`config.mk`:
```
export PLATFORM = sky130hd
export DESIGN_NAME = ddsil_host_flat
export DESIGN_NICKNAME = d
export VERILOG_FILES = /design/src/design/ddsil_pkg.sv /design/src/design/ddsil_if.sv /design/src/design/ddsil_host.sv /design/src/flat_wrapper.sv
export VERILOG_INCLUDE_DIRS = /design/src /design/src/design
export SDC_FILE = /design/constraint.sdc
export NUM_CORES = 1
export LEC_CHECK = 0
export BUFFER_PORTS_ARGS = -buffer_cell sky130_fd_sc_hd__clkbuf_2
export CAP_MARGIN = 10
export CORE_UTILIZATION = 40
export CTS_CLUSTER_DIAMETER = 150
export DETAILED_ROUTE_END_ITERATION = 8
export MAX_ROUTING_LAYER = met4
export SYNTH_ARGS = -nofsm -noshare
export SYNTH_HDL_FRONTEND = slang
export SYNTH_SLANG_ARGS = --single-unit
```
`constraint.sdc`:
```
create_clock -name clock_i -period 5.53 [get_ports clock_i]
set_input_delay 0.553 -clock clock_i [delete_from_list [all_inputs] [get_ports clock_i]]
set_output_delay 0.553 -clock clock_i [all_outputs]
set_load 0.005 [all_outputs]
```
`src/design/ddsil_regs.svh`:
```
// Constants for the dual converter serial input logic and its host.
// Included by the package and by both ends; definitions only.
`ifndef DDSIL_REGS_SVH
`define DDSIL_REGS_SVH

// Word layout
`define DDSIL_CODE_W      12
`define DDSIL_FRAME_W     16
`define DDSIL_CNT_W       5
`define DDSIL_ZERO_CODE   12'h000
`define DDSIL_HALF_CODE   12'h800

// Host register map, byte addresses
`define DDSIL_ADDR_W      4
`define DDSIL_OFF_CTRL    4'h0
`define DDSIL_OFF_DATA    4'h4
`define DDSIL_OFF_STATUS  4'h8
`define DDSIL_OFF_LOAD    4'hc

// Control register fields
`define DDSIL_CTRL_W      5
`define DDSIL_CTRL_PWR_ON 0
`define DDSIL_CTRL_HALF   1
`define DDSIL_CTRL_PRESET 2
`define DDSIL_CTRL_AUTO_A 3
`define DDSIL_CTRL_AUTO_B 4
`define DDSIL_CTRL_RESET  5'h01

// Status and load fields
`define DDSIL_STAT_BUSY   0
`define DDSIL_STAT_PRESET 1
`define DDSIL_LOAD_A      0
`define DDSIL_LOAD_B      1

// Timing in ns and in host clock cycles (5 ns each)
`define DDSIL_CLK_NS      5
`define DDSIL_HALF_NS     25
`define DDSIL_HALF_CYC    ((`DDSIL_HALF_NS + `DDSIL_CLK_NS - 1) / `DDSIL_CLK_NS)
`define DDSIL_LOAD_NS     20
`define DDSIL_LOAD_CYC    ((`DDSIL_LOAD_NS + `DDSIL_CLK_NS - 1) / `DDSIL_CLK_NS)

`endif

```
`src/design/ddsil_pkg.sv`:
```
// Types shared by the host end of the serial converter link.
// Assumes ddsil_regs.svh is on the include path.
`include "ddsil_regs.svh"

package ddsil_pkg;

	typedef logic [`DDSIL_CODE_W-1:0] ddsil_code_t;

	typedef enum logic [2:0] {
		DDSIL_IDLE  = 3'b001,
		DDSIL_SHIFT = 3'b010,
		DDSIL_LOAD  = 3'b100
	} ddsil_state_t;

endpackage

```
`src/design/ddsil_if.sv`:
```
// Pin bundle between the converter front end and its host.
// Host drives every pin; the serial clock runs only inside frames.
`timescale 1ns/1ps

interface ddsil_if;
	logic sclk;
	logic serial_data_in;
	logic chip_select_n;
	logic load_strobe_a_n;
	logic load_strobe_b_n;
	logic force_preset_n;
	logic preset_half_scale;
	logic power_down_n;

	modport host (
		output sclk,
		output serial_data_in,
		output chip_select_n,
		output load_strobe_a_n,
		output load_strobe_b_n,
		output force_preset_n,
		output preset_half_scale,
		output power_down_n
	);

	modport dev (
		input sclk,
		input serial_data_in,
		input chip_select_n,
		input load_strobe_a_n,
		input load_strobe_b_n,
		input force_preset_n,
		input preset_half_scale,
		input power_down_n
	);
endinterface

```
`src/design/ddsil_host.sv`:
```
// Host end: turns register writes into serial frames and load strobes.
// Runs on clock_i; the link clock is divided down from it and driven out.
//
// The implementer's own choices: the placing of the registers and the strobed register port.
`timescale 1ns/1ps
`include "ddsil_regs.svh"

module ddsil_host
	import ddsil_pkg::*;
#(
	parameter int unsigned HALF_CYC = `DDSIL_HALF_CYC,
	parameter int unsigned LOAD_CYC = `DDSIL_LOAD_CYC
) (
	// Clock and reset
	input  wire logic                     clock_i,
	input  wire logic                     srst_i,
	// Register port
	input  wire logic [`DDSIL_ADDR_W-1:0] reg_addr_i,
	input  wire logic [31:0]              reg_wdata_i,
	input  wire logic                     reg_wr_i,
	input  wire logic                     reg_rd_i,
	output logic      [31:0]              reg_rdata_o,
	// Link pins to the converter
	ddsil_if.host                         link
);

	localparam int unsigned FW = `DDSIL_FRAME_W;

	function automatic logic hit(input logic [`DDSIL_ADDR_W-1:0] a,
	                             input logic [`DDSIL_ADDR_W-1:0] off);
		hit = (a == off);
	endfunction

	ddsil_state_t             state_r;
	logic [`DDSIL_CTRL_W-1:0] ctrl_r;
	ddsil_code_t              code_r;
	logic [FW-1:0]            frame_r;
	logic [4:0]               left_r;
	logic [15:0]              div_r;
	logic [1:0]               sel_r;
	logic                     tick;
	logic                     wr_data;
	logic                     wr_load;

	logic sclk_r, sdi_r, cs_n_r, lda_n_r, ldb_n_r, preset_n_r, half_r, pwr_r;

	assign tick    = (div_r == 16'(HALF_CYC - 1));
	assign wr_data = reg_wr_i && hit(reg_addr_i, `DDSIL_OFF_DATA);
	assign wr_load = reg_wr_i && hit(reg_addr_i, `DDSIL_OFF_LOAD);

	// Control register
	always_ff @(posedge clock_i) begin
		if (srst_i) begin
			ctrl_r <= `DDSIL_CTRL_RESET;
		end else if (reg_wr_i && hit(reg_addr_i, `DDSIL_OFF_CTRL)) begin
			ctrl_r <= reg_wdata_i[`DDSIL_CTRL_W-1:0];
		end
	end

	// Static pins follow the control register
	// Preset is only released with both strobes high, so the preset
	// values survive the release.
	always_ff @(posedge clock_i) begin
		if (srst_i) begin
			pwr_r      <= 1'b1;
			half_r     <= 1'b0;
			preset_n_r <= 1'b1;
		end else begin
			pwr_r  <= ctrl_r[`DDSIL_CTRL_PWR_ON];
			half_r <= ctrl_r[`DDSIL_CTRL_HALF];
			if (ctrl_r[`DDSIL_CTRL_PRESET]) begin
				preset_n_r <= 1'b0;
			end else if (state_r == DDSIL_IDLE && !wr_load) begin
				// Idle only: a frame or load write could drop a strobe
				// in the very cycle that preset rises.
				preset_n_r <= 1'b1;
			end
		end
	end

	// Divider for the link clock and strobe width
	always_ff @(posedge clock_i) begin
		if (srst_i || state_r == DDSIL_IDLE || tick) begin
			div_r <= '0;
		end else begin
			div_r <= div_r + 16'h0001;
		end
	end

	// Frame and strobe sequencer
	// Data and load writes while busy are dropped; software polls the busy bit.
	always_ff @(posedge clock_i) begin
		if (srst_i) begin
			state_r <= DDSIL_IDLE;
			sclk_r  <= 1'b0;
			sdi_r   <= 1'b0;
			cs_n_r  <= 1'b1;
			lda_n_r <= 1'b1;
			ldb_n_r <= 1'b1;
			frame_r <= '0;
			left_r  <= '0;
			sel_r   <= '0;
			code_r  <= '0;
		end else begin
			case (state_r)
				DDSIL_IDLE: begin
					if (wr_data) begin
						code_r  <= reg_wdata_i[`DDSIL_CODE_W-1:0];
						frame_r <= {4'h0, reg_wdata_i[`DDSIL_CODE_W-1:0]};
						sdi_r   <= 1'b0;
						cs_n_r  <= 1'b0;
						left_r  <= 5'(FW);
						sel_r   <= {ctrl_r[`DDSIL_CTRL_AUTO_B], ctrl_r[`DDSIL_CTRL_AUTO_A]};
						state_r <= DDSIL_SHIFT;
					end else if (wr_load && reg_wdata_i[1:0] != 2'h0) begin
						lda_n_r <= !reg_wdata_i[`DDSIL_LOAD_A];
						ldb_n_r <= !reg_wdata_i[`DDSIL_LOAD_B];
						state_r <= DDSIL_LOAD;
					end
				end
				DDSIL_SHIFT: begin
					if (tick && !sclk_r) begin
						sclk_r <= 1'b1;
						left_r <= left_r - 5'h01;
					end else if (tick) begin
						sclk_r <= 1'b0;
						if (left_r == 5'h00) begin
							cs_n_r <= 1'b1;
							if (sel_r != 2'h0) begin
								lda_n_r <= !sel_r[0];
								ldb_n_r <= !sel_r[1];
								state_r <= DDSIL_LOAD;
							end else begin
								state_r <= DDSIL_IDLE;
							end
						end else begin
							frame_r <= {frame_r[FW-2:0], 1'b0};
							sdi_r   <= frame_r[FW-2];
						end
					end else if (left_r == 5'(FW)) begin
						sdi_r <= frame_r[FW-1];
					end
				end
				DDSIL_LOAD: begin
					if (div_r == 16'(LOAD_CYC - 1)) begin
						lda_n_r <= 1'b1;
						ldb_n_r <= 1'b1;
						state_r <= DDSIL_IDLE;
					end
				end
				default: begin
					state_r <= DDSIL_IDLE;
				end
			endcase
		end
	end

	// Read data, valid only in the cycle after the strobe
	always_ff @(posedge clock_i) begin
		if (srst_i || !reg_rd_i) begin
			reg_rdata_o <= '0;
		end else if (hit(reg_addr_i, `DDSIL_OFF_CTRL)) begin
			reg_rdata_o <= 32'(ctrl_r);
		end else if (hit(reg_addr_i, `DDSIL_OFF_DATA)) begin
			reg_rdata_o <= 32'(code_r);
		end else if (hit(reg_addr_i, `DDSIL_OFF_STATUS)) begin
			reg_rdata_o <= {30'h0, !preset_n_r, state_r != DDSIL_IDLE};
		end else begin
			reg_rdata_o <= '0;
		end
	end

	assign link.sclk              = sclk_r;
	assign link.serial_data_in    = sdi_r;
	assign link.chip_select_n     = cs_n_r;
	assign link.load_strobe_a_n   = lda_n_r;
	assign link.load_strobe_b_n   = ldb_n_r;
	assign link.force_preset_n    = preset_n_r;
	assign link.preset_half_scale = half_r;
	assign link.power_down_n      = pwr_r;

endmodule

```
`src/flat_wrapper.sv`:
```
// flat-port wrapper written by rule: the top's interface ports become plain ports
module ddsil_host_flat import ddsil_pkg::*;
#(
	parameter int unsigned HALF_CYC = `DDSIL_HALF_CYC,
	parameter int unsigned LOAD_CYC = `DDSIL_LOAD_CYC
)
  (clock_i, srst_i, reg_addr_i, reg_wdata_i, reg_wr_i, reg_rd_i, reg_rdata_o, link_sclk, link_serial_data_in, link_chip_select_n, link_load_strobe_a_n, link_load_strobe_b_n, link_force_preset_n, link_preset_half_scale, link_power_down_n);
  ddsil_if link_i ();
  input  wire logic clock_i;
  input  wire logic srst_i;
  input  wire logic [`DDSIL_ADDR_W-1:0] reg_addr_i;
  input  wire logic [31:0] reg_wdata_i;
  input  wire logic reg_wr_i;
  input  wire logic reg_rd_i;
  output logic      [31:0] reg_rdata_o;
  output wire logic [$bits(link_i.sclk)-1:0] link_sclk;
  output wire logic [$bits(link_i.serial_data_in)-1:0] link_serial_data_in;
  output wire logic [$bits(link_i.chip_select_n)-1:0] link_chip_select_n;
  output wire logic [$bits(link_i.load_strobe_a_n)-1:0] link_load_strobe_a_n;
  output wire logic [$bits(link_i.load_strobe_b_n)-1:0] link_load_strobe_b_n;
  output wire logic [$bits(link_i.force_preset_n)-1:0] link_force_preset_n;
  output wire logic [$bits(link_i.preset_half_scale)-1:0] link_preset_half_scale;
  output wire logic [$bits(link_i.power_down_n)-1:0] link_power_down_n;
  assign link_sclk = link_i.sclk;
  assign link_serial_data_in = link_i.serial_data_in;
  assign link_chip_select_n = link_i.chip_select_n;
  assign link_load_strobe_a_n = link_i.load_strobe_a_n;
  assign link_load_strobe_b_n = link_i.load_strobe_b_n;
  assign link_force_preset_n = link_i.force_preset_n;
  assign link_preset_half_scale = link_i.preset_half_scale;
  assign link_power_down_n = link_i.power_down_n;
  ddsil_host #(.HALF_CYC(HALF_CYC), .LOAD_CYC(LOAD_CYC)) u_core (.clock_i(clock_i), .srst_i(srst_i), .reg_addr_i(reg_addr_i), .reg_wdata_i(reg_wdata_i), .reg_wr_i(reg_wr_i), .reg_rd_i(reg_rd_i), .reg_rdata_o(reg_rdata_o), .link(link_i));
endmodule
```
==> reports/qor.yml, run 1 <==
worst_setup_path:
  worstPathRequired_ns: 5.76
  critical_path_class: "flop to flop"
  cp.arrival_ns: 2.67
  critical_path.cell_chain: "nor3b_1 > nand2_1 > a21oi_1 > o21ai_0"
  timing.critical_path.fanout_max: 22
  critPathSlowestCell: "sky130_fd_sc_hd__nand2_1"
  critical_path.startpoint_type: "flop"
  critPathCaptureType: "flop"
  slowest_delay_ns: 0.73
logic_synthesis:
  syn_inst: 403
  sequential_share_of_the_synthesized_area_pct: 44.82
  yosys_register_bits: 79
  count_of_flip_flops_with_a_built_in_enable_after_synthesis: 0
  synthesis.area_per_instance_sq_um: 8.755
  async_flop_share_pct: 0
  postSynth.topFlopCell: "sky130_fd_sc_hd__dfxtp_1"
  synth.yosys.warnings: 0
  synth_cell_types: 57
  synthesis.area_sq_um: 3528
global_route:
  grt_max_degree: 58
  wire_length_of_the_first_global_routing_pass_um: 11640
  grt_antenna_before_repair: 0
  first_global_vias: 2479
  track_usage_pct: 16.92
  gr-total-overflow: 0
cts:
  cts_inserted_buffers: 9
  ctsHoldBuffers: 0
  cts-resized-gates: 0
  cts_sinks: 79
  worstSkewPairLatency_ns: 0.35
  clkTransAtPathRegs_ns: 0.09
  htreeDepth: 3
  cts-root-buf: "sky130_fd_sc_hd__clkbuf_8"
  clk_path_buf_depth: 2
  post-cts-setup-buffers: 0
  cts_tree: "built"
power:
  max-vdd-ir-drop_mv: 0.1294
  power_density_nw_per_um2: 293.6
  p_seq_share_pct: 51.7
  power_leakage_uw: 0.001474
  pwr-share-comb_pct: 8.8
  clock_power_share_pct: 39.5
  power.internal_uw: 838.4
  sw_frac_of_total_pct: 26.95
  total_switching_power_uw: 309.4
drt:
  detailroute.via_count: 2721
  routed_wl_um: 6830
  drt-wirelength-per-cell_um: 12.56
  ant_nets: 0
  drtPass1Iterations: 4
  drt_drc_violations_left: 0
  vias_cell: 5.002
  drt_first_iter_violations: 101
layout:
  area_growth_pct: 10.78
  post_route_cells_drive_above_1_share_pct: 17.77
  final-instance-count-excl-fill: 544
  nets: 477
  post-route-cell-area_sq_um: 3909
  num_antenna_cells: 0
  final_util_pct: 46.63
run_status:
  status: "finished, final reports clean"
placement:
  place.port_buffers: 39
  dp_cells: 528
  hpwl_um: 4624
  gpl.final_weighted_congestion: 0.8417
  post-place-ws_ns: 3.000
  dpl-instance-area_sq_um: 3697
die:
  core_footprint_sq_um: 8382
  die_area_sq_um: 9201
  die_height_um: 95.92
  chipWidth_um: 95.92
  floorplan.io_pins: 80
  initial_utilization_pct: 42.10
  floorplan_row_count: 33
sta:
  hold_violations: 0
  finalSetupViolCount: 0
  worst_pin_slew_ns: 0.8202
  slew_headroom_pct: 45.20
  setup_repair_after_global_routing_missed_its_margin: "no"
  final-max-slew-violation-count: 0
  timing.setup.tns_ns: 0
  worst_slack_ns: 3.086
  fin_worst_skew_ns: 0.009426
  period_share_pct: 44.20
  fmax_mhz: 409.1
  period_needed_ns: 2.444
job:
  max-cap-violations: 0
min_path:
  min_path_type: "input port to flop"
## power groups by stage
stage / Clock (uW) / Sequential (uW) / Combinational [uW]
after global placement: 0 / 607 / 100
after detailed placement: 0 / 607 / 101
after CTS: 468 / 594 / 102
after floorplan: 0 / 604 / 87.6
after global routing: 489 / 596 / 114
final: 453 / 594 / 101
## critical path: cells and delay by family, from the launching register on
kind | cells | cell delay (ns)
simple gates | 2 | 1.44
flops | 1 | 0.44
compound gates | 2 | 0.43
## cells by family (layout without fill, tap and decap cells)
logic type	after synthesis	count (layout)	synth area share, %
AOI/OAI and AO/OA	62	62	13.37
xor gates and xnor gates	17	17	4.220
adders and majority gates	3	3	1.064
buffers and inverters	49	66	7.872
DFF	79	79	44.82
muxes	9	9	2.589
other	1	20	0.1063
and+or+nand+nor	183	183	25.96
## Yosys cell counts (7+ instances only)
library cell               number  area share [%]
sky130_fd_sc_hd__nor3b_1        7             1.5
sky130_fd_sc_hd__dfxtp_1       79              45
sky130_fd_sc_hd__nor2_1        41             4.4
sky130_fd_sc_hd__nand2_1       66             7.0
sky130_fd_sc_hd__nand3_1       18             2.6
sky130_fd_sc_hd__mux2i_1        8             2.3
sky130_fd_sc_hd__a21oi_1       28             4.0
sky130_fd_sc_hd__xor2_1        13             3.2
sky130_fd_sc_hd__inv_1          9            0.96
sky130_fd_sc_hd__clkbuf_1      14             1.5
sky130_fd_sc_hd__buf_4         22             4.7
sky130_fd_sc_hd__nor3_1         8             1.1
sky130_fd_sc_hd__a311oi_2       9             3.8
sky130_fd_sc_hd__and2_1         7             1.2
## final timing paths
path                     startpoint                        end  slack [ns]  cells after the start
setup / recovery  u_core.state_r[0]  u_core.link.chip_select_n        3.09                      4
hold / removal      reg_wdata_i[10]          u_core.code_r[10]        0.43                      3
setup reg to reg  u_core.state_r[0]  u_core.link.chip_select_n        3.09                      4
hold reg to reg    u_core.code_r[6]           u_core.code_r[6]        0.45                      2
## through the flow
stage / power, uW / hold slack [ns]
floorplan: 691.9 / 0.4296
CTS: 1164 / 0.4100
detailed placement: 708.1 / 0.4370
global placement: 707.2 / 0.4401
global route: 1199 / 0.4092
finish: 1148 / 0.4286
## metal layers
metal  routed length [um]  track usage, %
met4                   42           5.348
met5                    0               -
met1                 3420           21.34
met2                 3132           26.37
met3                  234           4.502
## sequential cells by signal, summed over array words and instances, names as in the netlist, 2 cells and up
| register | cells |
|---|---|
| u_core.reg_rdata_o | 12 |
| u_core.code_r | 12 |
| u_core.div_r | 16 |
| u_core.sel_r | 2 |
| u_core.ctrl_r | 5 |
| u_core.left_r | 5 |
| u_core.state_r | 3 |
| u_core.frame_r | 16 |
## cell usage in the layout (no fill, tap or decap), drive strengths merged, types with 4 or more instances in the layout
master / count
nand4: 5
nand2: 67
clkbuf: 48
nand3: 18
nor3: 9
a21oi: 28
a311oi: 11
inv: 12
xnor2: 4
dfxtp: 79
o21ai: 5
and2: 7
nor4: 4
conb: 20
xor2: 13
nor3b: 8
and3: 6
mux2i: 8
nor2: 42
## final cells by class
| type | count | area, sq um |
|---|---|---|
| Sequential cell | 79 | 1582 |
| Timing Repair Buffer | 41 | 210.2 |
| Clock buffer | 9 | 123.9 |
| Multi-Input combinational cell | 294 | 1740 |
| Tap cell | 105 | 131.4 |
| Inverter | 9 | 33.78 |
| Fill cell | 834 | 4473 |
| Clock inverter | 7 | 87.58 |
Power figures use the tool's default switching activity.
==> run 2: changes to the inputs <==
==> constraint.sdc (replaced) <==
create_clock -name clock_i -period 2.1 [get_ports clock_i]
set_input_delay 0.21 -clock clock_i [delete_from_list [all_inputs] [get_ports clock_i]]
set_output_delay 0.21 -clock clock_i [all_outputs]
set_load 0.005 [all_outputs]
==> reports/qor.yml, run 2 (synthesis gave the netlist of run 1 again) <==
run_status:
  status: "finished, final reports clean"  # unchanged
drt:
  drt_first_iter_violations: 83  # was 101
  drt-wirelength-per-cell_um: 13.77  # was 12.56 um
  drt_drc_violations_left: 0  # unchanged
  detailroute.via_count: 2854  # was 2721
  ant_nets: 0  # unchanged
  vias_cell: 5.087  # was 5.002
  drtPass1Iterations: 4  # unchanged
  routed_wl_um: 7726  # was 6830 um
cts:
  cts-root-buf: "sky130_fd_sc_hd__clkbuf_8"  # unchanged
  worstSkewPairLatency_ns: 0.36  # was 0.35 ns
  cts_inserted_buffers: 9  # unchanged
  clkTransAtPathRegs_ns: 0.09  # about the same
  cts_tree: "built"  # unchanged
  clk_path_buf_depth: 2  # unchanged
  cts_sinks: 79  # unchanged
  htreeDepth: 3  # unchanged
global_route:
  grt_antenna_before_repair: 0  # unchanged
  gr-max-usage-layer: "met2"  # unchanged
  gr-total-overflow: 0  # unchanged
  grt_max_degree: 37  # was 58
  track_usage_pct: 18.05  # was 16.92%
  first_global_vias: 2682  # was 2479
  grt.met1_usage_pct: 22.49  # was 21.34%
  met2_usage_pct: 28.87  # was 26.37%
  grtUsageMet3_pct: 3.791  # was 4.502%
  wire_length_of_the_first_global_routing_pass_um: 12490  # was 11640 um
min_path:
  min_path_type: "input port to flop"  # unchanged
layout:
  nets: 494  # was 477
  post_route_cells_drive_above_1_share_pct: 21.49  # was 17.77%
  most-common-layout-cells: "79 x sky130_fd_sc_hd__dfxtp_1, 66 x sky130_fd_sc_hd__nand2_1, 41 x sky130_fd_sc_hd__nor2_1"  # unchanged
  area_growth_pct: 15.78  # was 10.78%
  biggestRegsByFlops: "u_core.div_r: 16 flops, u_core.frame_r: 16 flops"  # unchanged
  layout_commonest_cell: "sky130_fd_sc_hd__dfxtp_1"  # unchanged
  num_antenna_cells: 0  # unchanged
job:
  max-cap-violations: 0  # unchanged
power:
  post-layout-total-power_uw: 3101  # was 1148 uW
  power_leakage_uw: 0.001579  # was 0.001474 uW
  power_density_nw_per_um2: 759.2  # was 293.6 nW/um^2
  max-vdd-ir-drop_mv: 0.3733  # was 0.1294 mV
die:
  chipWidth_um: 95.92  # unchanged
  core_footprint_sq_um: 8382  # unchanged
  floorplan_row_count: 33  # unchanged
  die_height_um: 95.92  # unchanged
  floorplan.io_pins: 80  # unchanged
  initial_utilization_pct: 42.10  # unchanged
  die_area_sq_um: 9201  # unchanged
placement:
  post-place-ws_ns: 0.06658  # was 3.000 ns
  place.port_buffers: 39  # unchanged
  gpl.final_weighted_congestion: 0.8218  # was 0.8417
  hpwl_um: 5185  # was 4624 um
worst_setup_path:
  critical_path.cell_chain: "inv_1 > ha_1 > nor4bb_4 > and4_4 > a31o_4 > or4b_1 > o41ai_1"  # was nor3b_1 > nand2_1 > a21oi_1 > o21ai_0
  critPathSlowestCell: "sky130_fd_sc_hd__or4b_1"  # was sky130_fd_sc_hd__nand2_1
  cp.arrival_ns: 2.24  # was 2.67 ns
  slowest_delay_ns: 0.51  # was 0.73 ns
  critical_path_class: "flop to flop"  # unchanged
  worstPathBufferInverterCount: 1  # was 0
  timing.critical_path.fanout_max: 11  # was 22
  worstPathRequired_ns: 2.36  # was 5.76 ns
  setup.reg_to_reg.worst_slack_ns: 0.12  # was 3.09 ns
  path_delay_family: "simple AND/OR/NAND/NOR gates"  # unchanged
  critical_path.startpoint_type: "flop"  # unchanged
  critPathCaptureType: "flop"  # unchanged
sta:
  timing.setup.tns_ns: 0  # unchanged
  period_needed_ns: 1.983  # was 2.444 ns
  setup_repair_after_global_routing_missed_its_margin: "no"  # unchanged
  worst_pin_slew_ns: 0.6254  # was 0.8202 ns
  hold_violations: 0  # unchanged
  fmax_mhz: 504.2  # was 409.1 MHz
  finalSetupViolCount: 0  # unchanged
  fin_worst_skew_ns: 0.01293  # was 0.009426 ns
  final-max-slew-violation-count: 0  # unchanged
  period_share_pct: 94.45  # was 44.20%
  slew_headroom_pct: 57.92  # was 45.20%
  worst_slack_ns: 0.1166  # was 3.086 ns
==> run 2: cell types whose count changed in the layout (fill, tap and decap cells not counted), sizes merged <==
cell and change:
inv +1, buf +16, clkinv -1, a31o +1
==> run 2: report_power, final <==
| group | internal (uW) | switching, uW | total [uW] |
|---|---|---|---|
| combinational | 151 | 177 | 328 |
| sequential | 1530 | 32.9 | 1560 |
| clock | 574 | 636 | 1210 |
==> run 2: final cells by class <==
type	instances	area, sq um
clock buffers	9	123.9
clock inverters	7	85.08
fillers	820	4297
inverters	9	33.78
multi-input cells	295	1787
flip-flops and latches	79	1582
well taps	105	131.4
repair buffers	57	342.8
==> run 2: stage by stage <==
step / util (%) / instance area, sq um / instances / hold WS (ns)
2_1_floorplan: - / 3600 / 422 / 0.3460
3_3_place_gp: 45.60 / 3822 / 543 / 0.4389
3_5_place_dp: 45.60 / 3822 / 543 / 0.4377
4_1_cts: 48.10 / 4031 / 559 / 0.07155
5_1_grt: 48.74 / 4085 / 561 / 0.09032
6_report: 48.74 / 4085 / 561 / 0.08213
==> run 2: worst min-delay path, cell delays in order <==
cell	delay, ns
sky130_fd_sc_hd__clkbuf_2	0.09
sky130_fd_sc_hd__nand2_1	0.05
sky130_fd_sc_hd__a21oi_1	0.05
==> run 2: metal layers <==
| layer | vias up | share of wire (%) |
|---|---|---|
| li1 | 1450 | - |
| met1 | 1324 | 48 |
| met2 | 67 | 46 |
| met3 | 13 | 3.6 |
| met4 | 0 | 1.8 |
| met5 | - | 0 |
==> run 2: worst paths after layout <==
kind                          from                          to  cells past startpoint
setup / recovery   u_core.div_r[1]  u_core.link.serial_data_in                      7
hold / removal      reg_wdata_i[7]            u_core.code_r[7]                      3
hold reg to reg   u_core.code_r[8]            u_core.code_r[8]                      2
setup reg to reg   u_core.div_r[1]  u_core.link.serial_data_in                      7
==> run 2: timing repair <==
| item | in CTS | in global routing |
|---|---|---|
| hold buffers | 0 | 0 |
| endpoints found under the setup margin | 0 | 15 |
| buffers inserted | 0 | 1 |
| gates resized for setup | 0 | 8 |
